## config.mk

```make
export PLATFORM = sky130hd
export DESIGN_NAME = tsref_regs
export DESIGN_NICKNAME = d
export VERILOG_FILES = /design/src/design/tsref_regs.v
export VERILOG_INCLUDE_DIRS = /design/src /design/src/include
export SDC_FILE = /design/constraint.sdc
export NUM_CORES = 1
export LEC_CHECK = 0
export BUFFER_PORTS_ARGS = -buffer_cell sky130_fd_sc_hd__buf_2
export CAP_MARGIN = 10
export CORE_ASPECT_RATIO = 1.1
export CORE_MARGIN = 5
export CORE_UTILIZATION = 34
export DETAILED_ROUTE_END_ITERATION = 12
export HOLD_SLACK_MARGIN = 0.06
export PLACE_DENSITY = 0.61
export SYNTH_ARGS = -nofsm -noshare
export SYNTH_HDL_FRONTEND = slang
export SYNTH_SLANG_ARGS = --single-unit
```

## constraint.sdc

```tcl
create_clock -name aclk -period 6.3 [get_ports aclk]
set_clock_uncertainty 0.15 [all_clocks]
set_input_delay 1.26 -clock aclk [delete_from_list [all_inputs] [get_ports aclk]]
set_output_delay 1.26 -clock aclk [all_outputs]
set_load 0.005 [all_outputs]
```

## src/include/tsref_defs.vh

```
// register map, field positions and reset values of the sensor/reference bank
`ifndef TSREF_DEFS_VH
`define TSREF_DEFS_VH

// byte addresses (printed offsets are multiples of four)
`define TSREF_ADDR_REFERENCE_CONTROL   32'hFFFF048C
`define TSREF_ADDR_TEMP_SENSOR_CONTROL 32'hFFFF0544
`define TSREF_ADDR_TEMP_CALIBRATION    32'hFFFF0548

// field positions
`define TSREF_TSC_CHOP_BIT   0
`define TSREF_REF_PIN_BIT    0
`define TSREF_REF_PDOWN_BIT  1
`define TSREF_CAL_SIGN_BIT   8
`define TSREF_CAL_MAG_MSB    7

// reset values
`define TSREF_TSC_RESET      1'h0
`define TSREF_REF_RESET      2'h0

// axi response codes
`define TSREF_RESP_OKAY      2'h0
`define TSREF_RESP_SLVERR    2'h2

`endif
```

## src/design/tsref_regs.v

```verilog
// register bank for the temperature sensor and band gap reference
//
// Added by the designer: the AXI4-Lite interface to the registers.
`timescale 1ns/1ps
`default_nettype none
`include "tsref_defs.vh"

module tsref_regs #(
  parameter [8:0] CAL_DEFAULT = 9'h000
) (
  // clock and reset
  input  wire        aclk,
  input  wire        aresetn,
  // factory calibration load
  input  wire        cal_load,
  input  wire [8:0]  cal_value,
  // axi4-lite write address
  input  wire [31:0] s_axi_awaddr,
  input  wire        s_axi_awvalid,
  output reg         s_axi_awready,
  // axi4-lite write data
  input  wire [31:0] s_axi_wdata,
  input  wire [3:0]  s_axi_wstrb,
  input  wire        s_axi_wvalid,
  output reg         s_axi_wready,
  // axi4-lite write response
  output reg  [1:0]  s_axi_bresp,
  output reg         s_axi_bvalid,
  input  wire        s_axi_bready,
  // axi4-lite read address
  input  wire [31:0] s_axi_araddr,
  input  wire        s_axi_arvalid,
  output reg         s_axi_arready,
  // axi4-lite read data
  output reg  [31:0] s_axi_rdata,
  output reg  [1:0]  s_axi_rresp,
  output reg         s_axi_rvalid,
  input  wire        s_axi_rready,
  // analog controls
  output reg         chop_enable,
  output reg         ref_power_down,
  output reg         ref_pin_enable,
  output reg  [8:0]  temp_calibration_reference
);

  // ****************************************************
  // register selects
  // ****************************************************
  localparam [1:0] SEL_NONE = 2'h0;
  localparam [1:0] SEL_REF  = 2'h1;
  localparam [1:0] SEL_TSC  = 2'h2;
  localparam [1:0] SEL_CAL  = 2'h3;

  // ****************************************************
  // address decode
  // ****************************************************
  // low two address bits are ignored; unmapped words select none
  function [1:0] reg_sel;
    input [31:0] addr;
    begin
      case ({addr[31:2], 2'b00})
        `TSREF_ADDR_REFERENCE_CONTROL:   reg_sel = SEL_REF;
        `TSREF_ADDR_TEMP_SENSOR_CONTROL: reg_sel = SEL_TSC;
        `TSREF_ADDR_TEMP_CALIBRATION:    reg_sel = SEL_CAL;
        default:                         reg_sel = SEL_NONE;
      endcase
    end
  endfunction

  // unmapped words answer with a slave error and change nothing
  function [1:0] sel_resp;
    input [1:0] sel;
    begin
      if (sel == SEL_NONE) begin
        sel_resp = `TSREF_RESP_SLVERR;
      end else begin
        sel_resp = `TSREF_RESP_OKAY;
      end
    end
  endfunction

  // ****************************************************
  // write channel
  // ****************************************************
  reg        aw_held;
  reg        w_held;
  reg [31:0] aw_addr;
  reg [31:0] w_data;
  reg [3:0]  w_strb;

  wire aw_take = s_axi_awvalid & s_axi_awready;
  wire w_take  = s_axi_wvalid & s_axi_wready;
  wire have_aw = aw_held | aw_take;
  wire have_w  = w_held | w_take;
  wire do_write = have_aw & have_w & ~s_axi_bvalid;
  wire [31:0] wr_addr = aw_held ? aw_addr : s_axi_awaddr;
  wire [31:0] wr_data = w_held ? w_data : s_axi_wdata;
  wire [3:0]  wr_strb = w_held ? w_strb : s_axi_wstrb;
  wire [1:0]  wr_sel  = reg_sel(wr_addr);
  wire        wr_lane0 = wr_strb[0];
  wire        wr_lane1 = wr_strb[1];

  // capture each channel's payload on its own handshake
  always @(posedge aclk) begin
    if (!aresetn) begin
      aw_addr <= 32'h00000000;
      w_data  <= 32'h00000000;
      w_strb  <= 4'h0;
    end else begin
      if (aw_take) begin
        aw_addr <= s_axi_awaddr;
      end
      if (w_take) begin
        w_data <= s_axi_wdata;
        w_strb <= s_axi_wstrb;
      end
    end
  end

  // write handshake; readies stay low while a response waits
  always @(posedge aclk) begin
    if (!aresetn) begin
      s_axi_awready <= 1'b0;
      s_axi_wready  <= 1'b0;
      s_axi_bvalid  <= 1'b0;
      s_axi_bresp   <= `TSREF_RESP_OKAY;
      aw_held       <= 1'b0;
      w_held        <= 1'b0;
    end else begin
      if (do_write) begin
        aw_held      <= 1'b0;
        w_held       <= 1'b0;
        s_axi_bvalid <= 1'b1;
        s_axi_bresp  <= sel_resp(wr_sel);
      end else begin
        aw_held <= have_aw;
        w_held  <= have_w;
        if (s_axi_bvalid && s_axi_bready) begin
          s_axi_bvalid <= 1'b0;
        end
      end
      // accept each channel only while nothing of it is pending
      s_axi_awready <= ~have_aw & ~s_axi_awready;
      s_axi_wready  <= ~have_w & ~s_axi_wready;
      if (do_write || s_axi_bvalid) begin
        s_axi_awready <= 1'b0;
        s_axi_wready  <= 1'b0;
      end
    end
  end

  // ****************************************************
  // write decode
  // ****************************************************
  // a hit lasts exactly the cycle in which the write is applied
  wire wr_ref_hit = do_write & (wr_sel == SEL_REF);
  wire wr_tsc_hit = do_write & (wr_sel == SEL_TSC);
  wire wr_cal_hit = do_write & (wr_sel == SEL_CAL);

  // ****************************************************
  // control registers
  // ****************************************************
  reg       next_chop_enable;
  reg       next_ref_power_down;
  reg       next_ref_pin_enable;
  reg [8:0] next_temp_calibration_reference;

  always @* begin
    next_chop_enable = chop_enable;
    if (wr_tsc_hit && wr_lane0) begin
      next_chop_enable = wr_data[`TSREF_TSC_CHOP_BIT];
    end
  end

  always @* begin
    next_ref_power_down = ref_power_down;
    next_ref_pin_enable = ref_pin_enable;
    if (wr_ref_hit && wr_lane0) begin
      next_ref_power_down = wr_data[`TSREF_REF_PDOWN_BIT];
      next_ref_pin_enable = wr_data[`TSREF_REF_PIN_BIT];
    end
  end

  // only the mapped bits are stored, the rest is dropped
  always @(posedge aclk) begin
    if (!aresetn) begin
      chop_enable    <= `TSREF_TSC_RESET;
      {ref_power_down, ref_pin_enable} <= `TSREF_REF_RESET;
    end else begin
      chop_enable    <= next_chop_enable;
      ref_power_down <= next_ref_power_down;
      ref_pin_enable <= next_ref_pin_enable;
    end
  end

  // ****************************************************
  // calibration register
  // ****************************************************
  // bus reset loads CAL_DEFAULT into calibration through cal_init; factory load sets it
  reg cal_init;
  always @(posedge aclk) begin
    if (!aresetn) begin
      cal_init <= 1'b0;
    end else begin
      cal_init <= 1'b1;
    end
  end

  // a factory load wins over a bus write in the same cycle
  always @* begin
    next_temp_calibration_reference = temp_calibration_reference;
    if (cal_load) begin
      next_temp_calibration_reference = cal_value;
    end else if (wr_cal_hit) begin
      if (wr_lane0) begin
        next_temp_calibration_reference[`TSREF_CAL_MAG_MSB:0] = wr_data[7:0];
      end
      if (wr_lane1) begin
        next_temp_calibration_reference[`TSREF_CAL_SIGN_BIT] = wr_data[8];
      end
    end
  end

  // the default is loaded again on the first edge after reset is gone; updates start on the second
  always @(posedge aclk) begin
    if (!cal_init) begin
      temp_calibration_reference <= CAL_DEFAULT;
    end else begin
      temp_calibration_reference <= next_temp_calibration_reference;
    end
  end

  // ****************************************************
  // read channel
  // ****************************************************
  wire [1:0]  rd_sel  = reg_sel(s_axi_araddr);
  wire        rd_take = s_axi_arvalid & s_axi_arready;
  wire [31:0] ref_word = {30'h00000000, ref_power_down, ref_pin_enable};
  wire [31:0] tsc_word = {31'h00000000, chop_enable};
  wire [31:0] cal_word = {23'h000000, temp_calibration_reference};

  reg [31:0] rd_word;
  always @* begin
    rd_word = 32'h00000000;
    case (rd_sel)
      SEL_REF: rd_word = ref_word;
      SEL_TSC: rd_word = tsc_word;
      SEL_CAL: rd_word = cal_word;
      default: rd_word = 32'h00000000;
    endcase
  end

  // arready pulses once and stays low while a read answer waits
  always @(posedge aclk) begin
    if (!aresetn) begin
      s_axi_arready <= 1'b0;
    end else begin
      s_axi_arready <= s_axi_arvalid & ~s_axi_arready & ~s_axi_rvalid;
    end
  end

  // read answer holds until the master takes it
  always @(posedge aclk) begin
    if (!aresetn) begin
      s_axi_rvalid <= 1'b0;
      s_axi_rdata  <= 32'h00000000;
      s_axi_rresp  <= `TSREF_RESP_OKAY;
    end else if (rd_take) begin
      s_axi_rvalid <= 1'b1;
      s_axi_rdata  <= rd_word;
      s_axi_rresp  <= sel_resp(rd_sel);
    end else if (s_axi_rvalid && s_axi_rready) begin
      s_axi_rvalid <= 1'b0;
    end
  end

endmodule // tsref_regs
`default_nettype wire

```

# [Word-level counts from Yosys, hierarchy flattened]
# Index checks and enable logic that the tools add are counted.
[word_totals] regBits=99 word_cells=86 in_bits=117 out_inout_bits=53
[op_classes] n_reduce_logical=16 mux=17 n_bitwise=22 n_eq_ne=12
[op_table] op="$eq A30 B30 Y1 const B" count=6
[op_table] op="$mux W32" count=1
[op_table] op="$mux W9" count=3
[op_table] op="$pmux W9 S3" count=1
[op_table] op="$and A1 B1 Y1" count=12
[op_table] op="$pmux W2 S3" count=2
[op_table] op="$reduce_bool A2 Y1" count=5
[op_table] op="$eq A2 B2 Y1 const B" count=4
[op_table] op="$mux W8" count=1
[op_table] op="$not A1 Y1" count=8
[op_table] op="$mux W1" count=6
[op_table] op="$mux W2" count=3
[op_table] op="$eq A2 B1 Y1 const B" count=2
[op_table] op="$logic_and A1 B1 Y1" count=4
[op_table] op="$logic_not A2 Y1" count=2
[op_table] op="$reduce_and A2 Y1" count=2
[op_table] op="$reduce_or A2 Y1" count=2
[op_table] op="$or A1 B1 Y1" count=2
[op_table] op="$logic_or A1 B1 Y1" count=1

# [Longest topological paths before layout]
# Gate-level depths: netlist (run 1).
[logic_depth] ltp_word=7 ltp_mapped=8

# [Worst setup path before layout (run 1)]
# OpenSTA, ideal clock, no wires.
[synth_timing] path_kind="input to register" from="input s_axi_awaddr[24]" to="register temp_calibration_reference[8]" path_slack_ps=3046 arrival_time_ps=2986 stages=6 cell_sequence="nand4_1 > or4b_1 > a222oi_1 > nand2_1 > o41a_1 > mux2i_1"
[synth_via] elab_chain_cells=7 word_cells_on_any_way=9 classes_between="eq/ne: 4; mux: 2; bitwise: 1; reduce/logical: 2"
[synth_lines] item="from (decl)" line="tsref_regs.v:18" rtl="input wire [31:0] s_axi_awaddr,"
[synth_lines] item="$mux W32 (*)" line="tsref_regs.v:96" rtl="wire [31:0] wr_addr = aw_held ? aw_addr : s_axi_awaddr;"
[synth_lines] item="$eq A30 B30 Y1" line="tsref_regs.v:61" rtl="case ({addr[31:2], 2'b00})"
[synth_lines] item="$pmux W2 S3 (*)" line="tsref_regs.v:61"
[synth_lines] item="$eq A2 B2 Y1 (*)" line="tsref_regs.v:158" rtl="wire wr_cal_hit = do_write & (wr_sel == SEL_CAL);"
[synth_lines] item="$and A1 B1 Y1 (*)" line="tsref_regs.v:158"
[synth_lines] item="$reduce_bool A2 Y1 (no source line) (*)"
[synth_lines] item="$reduce_and A2 Y1 (no source line) (*)"
[synth_lines] item="to (signal assigned)" line="tsref_regs.v:229" rtl="temp_calibration_reference <= next_temp_calibration_reference;"
[synth_lines] item="to (decl)" line="tsref_regs.v:43" rtl="output reg [8:0] temp_calibration_reference"
# Every way passes the cells marked *; elsewhere a longest branch is shown, timed or not.
# A chain may end at the register's enable or synchronous reset.

# [Worst setup path in the final report (run 1)]
[layout_timing] from="input s_axi_awaddr[24]" to="register temp_calibration_reference[4]"
# The elaborated chain is that of the path after synthesis.

==> summary.md, run 1 <==
| Metric | Value |
|---|---|
| Leakage | about 1.8 nW |
| CTS Buffer Depth | 2 |
| Clock power share | 0.439 |
| Worst skew pair latency | 340 ps |
| Top-area cell type share of the netlist area | 0.421 |
| Startpoint Class | input port |
| Asr flop ratio synth | 0 |
| Hold Vio Cnt, Final | 0 |
| Worst VDD drop | approximately 0.12 mV |
| Post-synth cell types | 60 |
| Placed cell count | ~640 |
| Hpwl dp | 6.86 mm |
| Mapped Avg Cell Area | 8.04 um^2 |
| First-pass GRT wire length | about 14 mm |
| Share of total power in combinational logic | 0.110 |
| Layout Area Growth over Synthesis | 23.2% |
| Sequential fraction of the synthesis area | 0.421 |
| Fin crit period | roughly 3500 ps |
| Final WL | around 9.0 mm |
| Status | finished, final reports clean |
| I/O pins | 170 |
| CTS Buf Count | 9 |
| Hold buffers post-CTS | 0 |
| CTS tree | built |
| Worst-Margin Slew | approximately 1100 ps |
| Mapped Area | approximately 3400 um^2 |
| Main synth FF type | dfxtp_1 |
| Placed cell area | 3950 um^2 |
| Total Neg Setup Slack | 0 ps |
| Largest net degree at the start of global routing | 55 |
| Area leader, netlist | dfxtp_1 |
| Post-route clock period utilization | 0.551 |
| WP data arrival | around 3500 ps |
| Upper clock frequency limit | approximately 0.29 GHz |
| Final slew viol count | 0 |
| Final #Nets | between 600 and 700 |
| Synth Register Bits | 72 |
| DIE HEIGHT | around 120 um |
| ANT nets after route | 0 |
| Yosys Warn Count | 0 |
| Total gr overflow | 0 |
| Rel. slew slack | 0.281 |
| Final Setup Violations | 0 |
| Drt pass-1 iters | 4 |
| Synth top area cells | dfxtp_1, nand2_1, a21oi_1, buf_4, mux2i_1 |
| WP data required | around 6400 ps |
| Internal | between 0.0008 and 0.0009 W |
| Sequential share of power | 0.451 |
| Crit Path Class | in -> reg |
| Vias in the first global route | 2987 |
| # resized after CTS | 0 |
| PortBufs | about 120 |
| M1 GR Usage | 0.168 |
| Setup repair bufs after CTS | 0 |
| Remaining DRCs | 0 |
| Mapped Cells | about 430 |
| 1st-iter DRT viols | ~110 |
| Layout cell share with drive strength beyond 1 | 0.262 |
| Net Sw Power | between 0.0002 and 0.0003 W |
| HP Class | reg -> reg |
| Initial core utilization | 0.348 |
| Max cap viols | 0 |
| CP max FO | 8 |
| GRT Total Usage | 0.143 |
| Vias | ~3200 |
| CP endpoint kind | register |
| Met2 usage | 0.242 |
| Placement Rows | 38 |
| Core area | a little under 10000 um^2 |
| H-tree depth | 3 |
| Non-Filler Instances | between 600 and 700 |
| DIE WIDTH | 106 um |
| Most frequent cell after synthesis | nand2_1 |
| Antenna violations before repair | 0 |
| GR Layer Usage met3 | 0.0466 |
| Post-route cell area | between 4000 and 5000 um^2 |
| Power Density | roughly 260 nW/um^2 |
| Gr busiest metal | met2 |
| Clock transition at the registers of the reported paths | around 80 ps |
| Sw Ratio | 0.236 |
| EDFF count, synth | 0 |
| CTS root buffer | clkbuf_8 |
| Fill count | a little under 1000 |
| Routed WL per cell | around 14 um |
| CTS Sinks | between 70 and 80 |
| RSZ-0062 raised after global routing | false |
| Die area | around 12000 um^2 |
| Synth top cells by count | nand2_1, dfxtp_1, a21oi_1 |
| GPL Wtd Cong | roughly 0.8 |
| Vias per std cell | just under 5 |
==> through the flow <==
stage          worst slack, ps  hold slack, ps  utilization  total power [W]
2_1_floorplan             3050             282            -         0.000587
3_5_place_dp              2520             295        0.401         0.000632
5_1_grt                   2600             320        0.429          0.00116
6_report                  2830             303        0.429          0.00110
3_3_place_gp              2580             289        0.401         0.000627
4_1_cts                   2880             306        0.429          0.00112
==> flip-flops by register name, indices dropped and copies added (netlist names), 2 cells and up <==
| name | count |
|---|---|
| temp_calibration_reference | 9 |
| w_strb | 2 |
| s_axi_rdata | 9 |
| aw_addr | 30 |
| w_data | 9 |
==> cells by family after synthesis <==
logic type,after synthesis,synth area share
XOR/XNOR,3,0.00767
multiplexers,19,0.0566
flip-flops,72,0.421
other,1,0.00109
buffers and inverters,52,0.0880
AND/OR/NAND/NOR,195,0.276
AO/OA/AOI/OAI,84,0.150
==> cells in the final DEF, fill, tap and decap left out, types with 9 or more instances in the layout <==
cell / count
o21ai_0: 9
nand2_1: 119
conb_1: 25
mux2i_1: 16
a21oi_1: 46
nor2_1: 19
dfxtp_1: 72
buf_2: 115
clkbuf_8: 10
nand4_1: 12
==> final cells by class <==
cell class                      count  area [um^2]  area share
Sequential cell                    72         1440       0.342
Clock inverter                      5          129      0.0305
Clock buffer                       10          138      0.0326
Timing Repair Buffer              115          576       0.136
Antenna cell                        1         2.50    0.000593
Inverter                            3         11.3     0.00267
Tap cell                          120          150      0.0356
Multi-Input combinational cell    326         1770       0.420
==> worst paths after layout <==
check                                   to              from  cells past startpoint  slack, ps
max          temp_calibration_reference[4]  s_axi_awaddr[24]                      7       2830
min                             aw_addr[5]        aw_addr[5]                      2        300
max reg2reg  temp_calibration_reference[4]           aw_held                      6       3280
min reg2reg                     aw_addr[5]        aw_addr[5]                      2        300
==> per-layer routing <==
layer / wire length [um] / vias up
met2: 4200 / 115
met5: 0 / -
li1: - / 1634
met1: 3850 / 1463
met3: 802 / 11
met4: 145 / 0
==> critical path, stage by stage <==
cell	delay [ps]
buf_2	90
nand4_1	90
or4b_1	530
a222oi_1	770
nand2_1	190
o21a_1	400
mux2i_1	180
==> power by group through the flow <==
stage,clock network (W),registers [W],logic (W)
2_1_floorplan,0,0.000500,0.0000870
3_3_place_gp,0,0.000508,0.000119
3_5_place_dp,0,0.000509,0.000123
4_1_cts,0.000499,0.000499,0.000123
5_1_grt,0.000518,0.000502,0.000139
6_report,0.000485,0.000498,0.000122
(Power assumes the default switching activity.)
==> inputs of run 2 (changes only) <==
==> constraint.sdc (replaced) <==
create_clock -name aclk -period 3.6 [get_ports aclk]
set_clock_uncertainty 0.15 [all_clocks]
set_input_delay 0.72 -clock aclk [delete_from_list [all_inputs] [get_ports aclk]]
set_output_delay 0.72 -clock aclk [all_outputs]
set_load 0.005 [all_outputs]
==> run 2 against run 1 <==
Compared with the run above: worst hold slack improved by 2.3 ps; sequential share of layout area is 0.53 points higher; wire length up 0.51%; power increased by 49%; clock power increased by 16%; register-to-register slack got worse by 2300 ps; count of clock-buffer cells in the layout did not move; first-iteration DRC count is 25% higher; global-route usage grew 0.19 points; critical path type unchanged; die area unchanged; utilization down 0.66 points.
==> summary.md, run 2 (synthesis gave the netlist of run 1 again) <==
| Metric | Value |
|---|---|
| Status | finished, final reports clean |
| Fill count | 1019 |
| CTS tree | built |
| First-pass GRT wire length | around 14 mm |
| CTS Buffer Depth | 2 |
| Worst skew pair latency | 350 ps |
| Vias in the first global route | between 3000 and 4000 |
| Placed cell count | between 600 and 700 |
| RSZ-0062 raised after global routing | false |
| Routed WL per cell | roughly 14 um |
| Post-route clock period utilization | 0.729 |
| Hold buffers post-CTS | 0 |
| CP max FO | 8 |
| Leading cell type in the layout, fill and taps excluded | nand2_1 |
| Initial core utilization | 0.348 |
| 1st-iter DRT viols | between 100 and 150 |
| Final Setup Violations | 0 |
| Leakage | roughly 1.7 nW |
| Final #Nets | 648 |
| Leading cell types in the layout, fill and taps excluded | nand2_1, buf_2, dfxtp_1 |
| Setup WS post-layout | slightly below 1000 ps |
| WP data required | between 3000 and 4000 ps |
| H-tree depth | 3 |
| Pre-CTS WS | between 600 and 700 ps |
| HP Class | reg -> reg |
| # resized after CTS | 0 |
| CTS Sinks | between 70 and 80 |
| DIE HEIGHT | ~120 um |
| Final slew viol count | 0 |
| PortBufs | ~120 |
| Final WL | around 9.0 mm |
| Fin crit period | between 2000 and 3000 ps |
| FF-to-FF setup slack | slightly above 1000 ps |
| Largest Register | aw_addr |
| Clock transition at the registers of the reported paths | roughly 80 ps |
| Crit Path Class | in -> reg |
| Register Area | 1440 um^2 |
| Total Neg Setup Slack | 0 ps |
| Largest register FFs | 30 |
| Area of the multi-input gates | around 1800 um^2 |
| Layout cell share with drive strength beyond 1 | 0.267 |
| Placement Rows | 38 |
| Startpoint Class | input port |
| Placed cell area | approximately 4000 um^2 |
| Die area | ~12000 um^2 |
| Layout Area Growth over Synthesis | 21.3% |
| CTS root buffer | clkbuf_8 |
| Hold Vio Cnt, Final | 0 |
| Hpwl dp | roughly 7 mm |
| Upper clock frequency limit | around 0.38 GHz |
| Rel. slew slack | 0.362 |
| I/O pins | 170 |
| Power Density | 397 nW/um^2 |
| WP data arrival | between 2000 and 3000 ps |
| GRT Total Usage | 0.145 |
| Worst VDD drop | ~0.15 mV |
| GPL Wtd Cong | about 0.75 |
| Antenna violations before repair | 0 |
| Total gr overflow | 0 |
| Setup repair bufs after CTS | 0 |
| Max cap viols | 0 |
| ANT nets after route | 0 |
| Drt pass-1 iters | 4 |
| Remaining DRCs | 0 |
| CP endpoint kind | register |
| DIE WIDTH | around 110 um |
| Worst-Margin Slew | 955 ps |
| Vias per std cell | 4.94 |
| Core area | slightly below 10000 um^2 |
| Largest net degree at the start of global routing | 55 |
| Post-route cell area | ~4200 um^2 |
| Non-Filler Instances | 656 |
| Vias | 3243 |
| CTS Buf Count | 9 |
[run 2: metal layers]
metal	vias up	GRT usage	share of wire
met3	19	0.0556	0.095
met2	127	0.246	0.46
met5	-	0	0
met4	0	0.0501	0.021
met1	1460	0.169	0.42
li1	1637	-	-
[run 2: report_power, final]
group / leakage [nW] / switching [W] / internal, W
combinational: 1.07 / 0.000124 / 0.0000975
clock: 0.0841 / 0.000299 / 0.000263
sequential: 0.587 / 0.0000316 / 0.000836
[run 2: final timing paths]
| path | depth (start not counted) | from | endpoint |
|---|---|---|---|
| max | 8 | s_axi_awaddr[24] | temp_calibration_reference[4] |
| max reg2reg | 7 | aw_held | temp_calibration_reference[4] |
| min | 2 | aw_addr[10] | aw_addr[10] |
| min reg2reg | 2 | aw_addr[10] | aw_addr[10] |
[run 2: stage by stage]
stage | hold slack [ps] | power, W | utilization
finish | 306 | 0.00165 | 0.422
global route | 318 | 0.00174 | 0.422
floorplan | 282 | 0.00103 | -
detailed placement | 295 | 0.00111 | 0.405
CTS | 306 | 0.00167 | 0.422
global placement | 289 | 0.00110 | 0.405
[run 2: cell type report]
| type | instances | share of cell area |
|---|---|---|
| tap | 120 | 0.0361 |
| multi-input combinational | 326 | 0.427 |
| clock inverter | 5 | 0.00813 |
| inverter | 3 | 0.00271 |
| antenna | 1 | 0.000602 |
| sequential | 72 | 0.347 |
| timing repair buffer | 119 | 0.146 |
| clock buffer | 10 | 0.0331 |
[run 2: worst max-delay path, stage by stage]
cell and delay, ps:
buf_2 90, nand4_1 100, or4b_1 520, a222oi_1 430, buf_4 210, nand2_1 70
o21a_1 370, mux2i_1 180
==> inputs of run 3 (changes only) <==
==> constraint.sdc (replaced) <==
create_clock -name aclk -period 2.5 [get_ports aclk]
set_clock_uncertainty 0.15 [all_clocks]
set_input_delay 0.5 -clock aclk [delete_from_list [all_inputs] [get_ports aclk]]
set_output_delay 0.5 -clock aclk [all_outputs]
set_load 0.005 [all_outputs]
==> run 3 against run 2 <==
Compared with the run above: critical path depth decreased by 2; first-iteration DRC count is 27% higher; design area increased by 4.9%; register-to-register slack got worse by 950 ps; combinational power up 54%; wire length is 2.3% higher; critical endpoint is now temp_calibration_reference[8]; utilization up 2.1 points; highest routed layer unchanged; flip-flop and latch count unchanged; non-clock buffer count is 12 higher; sequential share of layout area fell by 1.6 points; largest power group unchanged; worst hold slack lost 61 ps.
==> summary.md, run 3 (synthesis gave the netlist of run 1 again) <==
| Metric | Value |
|---|---|
| Post-route clock period utilization | 0.977 |
| Met2 usage | 0.248 |
| Upper clock frequency limit | around 0.4 GHz |
| WP data arrival | ~2500 ps |
| Worst skew pair latency | between 300 and 400 ps |
| Layout Area Growth over Synthesis | 27.2% |
| Depth of the most critical reg-to-reg path | 6 |
| Leading cell types in the layout, fill and taps excluded | nand2_1, buf_2, dfxtp_1 |
| Fin crit period | around 2400 ps |
| Startpoint Class | register |
| CTS Sinks | between 70 and 80 |
| CTS Buffer Depth | 2 |
| Utilization after layout | 0.443 |
| Worst-Margin Slew | ~560 ps |
| Gr busiest metal | met2 |
| Antenna violations before repair | 0 |
| Vias | 3296 |
| ANT nets after route | 0 |
| I/O pins | 170 |
| GR Layer Usage met3 | 0.0561 |
| Post-route cell area | 4360 um^2 |
| Core area | 9840 um^2 |
| Power Density | between 600 and 700 nW/um^2 |
| Hpwl dp | 7.05 mm |
| Worst r2r src | aw_addr[4] |
| Crit-path cells | or3b_1, or4_1, a22oi_2, nor2_1, o41a_1, mux2i_1 |
| Largest net degree at the start of global routing | 38 |
| Final WL | roughly 9 mm |
| Rel. slew slack | 0.624 |
| Routed WL per cell | between 10 and 15 um |
| Max cap viols | 0 |
| Largest register FFs | 30 |
| Initial core utilization | 0.348 |
| Setup crit start | aw_addr[4] |
| Vias per std cell | approximately 4.9 |
| R2r endpoint | temp_calibration_reference[8] |
| Final Setup Violations | 0 |
| Total power draw | around 0.0028 W |
| Status | finished, final reports clean |
| CP endpoint kind | register |
| Fill count | approximately 1000 |
| Slowest CP cell | or4_1 |
| Placed cell area | 4080 um^2 |
| WP data required | 2590 ps |
| CP peak stage delay | about 500 ps |
| Layout cell share with drive strength beyond 1 | 0.287 |
| Timing endpoint of the critical path | temp_calibration_reference[8] |
| Pre-CTS WS | -210 ps |
| Hold depth | 3 |
| CTS tree | built |
| Worst VDD drop | 0.275 mV |
| Leading cell type in the layout, fill and taps excluded | nand2_1 |
| CTS Buf Count | 9 |
| Vias in the first global route | 3067 |
| Remaining DRCs | 0 |
| Leakage | between 1.5 and 2 nW |
| Final #Nets | 660 |
| DIE HEIGHT | 115 um |
| Largest Register | aw_addr |
| DIE WIDTH | ~110 um |
| 1st-iter DRT viols | ~180 |
| Final slew viol count | 0 |
| Crit Path Class | reg -> reg |
| Setup WS post-layout | between 50 and 60 ps |
| CP max FO | 3 |
| FF-to-FF setup slack | around 56 ps |
| Setup repair bufs after CTS | 0 |
| GPL Wtd Cong | between 0.7 and 0.8 |
| First-pass GRT wire length | between 10 and 15 mm |
| CTS root buffer | clkbuf_8 |
| Die area | between 10000 and 15000 um^2 |
| Hold buffers post-CTS | 0 |
| Drt pass-1 iters | 4 |
| Total gr overflow | 0 |
| M1 GR Usage | 0.172 |
| H-tree depth | 3 |
| Placement Rows | 38 |
| RSZ-0062 raised after global routing | true |
| GRT Total Usage | 0.146 |
| ANT cells | 0 |
| Clock transition at the registers of the reported paths | ~80 ps |
| PortBufs | 115 |
| Hold Vio Cnt, Final | 0 |
| HP Class | in -> reg |
## run 3: area by class of cell
class                      instances  area [um^2]  area share
multi-input combinational        326         1780       0.409
sequential                        72         1440       0.331
timing repair buffer             131          708       0.163
tap                              120          150      0.0345
clock buffer                      10          138      0.0316
clock inverter                     5          129      0.0296
inverter                           3         11.3     0.00258
## run 3: critical path, delay by kind of cell (launching register included)
family,cells,cell delay [ps]
AOI/OAI and AO/OA,2,740
DFF,1,320
muxes,1,130
and+or+nand+nor,3,990
## run 3: where the power goes
| part | leakage, nW | switching, W | total (W) | internal (W) |
|---|---|---|---|---|
| logic | 1.13 | 0.000188 | 0.000341 | 0.000153 |
| registers | 0.587 | 0.0000392 | 0.00124 | 0.00120 |
| clock network | 0.133 | 0.000439 | 0.00123 | 0.000787 |
| total | 1.85 | 0.000665 | 0.00281 | 0.00215 |
## run 3: routing by layer
| metal | share of wire | wire, um |
|---|---|---|
| met1 | 0.42 | 3900 |
| met2 | 0.47 | 4390 |
| met3 | 0.091 | 843 |
| met4 | 0.013 | 117 |
| met5 | 0 | 0 |
## run 3: worst min-delay path by stage
stage / startpoint / end / slack [ps]
6_report: s_axi_awaddr[10] / aw_addr[10] / 240
5_1_grt: s_axi_arvalid / s_axi_arready / 220
4_1_cts: s_axi_awaddr[4] / aw_addr[4] / 230
3_5_place_dp: w_data[0] / w_data[0] / 300
3_3_place_gp: w_data[1] / w_data[1] / 290
2_1_floorplan: aw_addr[10] / aw_addr[10] / 280
## run 3: stage by stage
stage / TNS, ps / cells / hold slack, ps
2_1_floorplan: 0 / 450 / 282
3_3_place_gp: -2080 / 652 / 288
6_report: 0 / 667 / 245
5_1_grt: -139 / 667 / 223
3_5_place_dp: -2000 / 652 / 295
4_1_cts: 0 / 667 / 227
## run 3: repair_timing
item	4_1_cts	5_1_grt
resized for setup	1	1
pin swaps	0	2
endpoints found under the setup margin	8	11
gates cloned	0	0
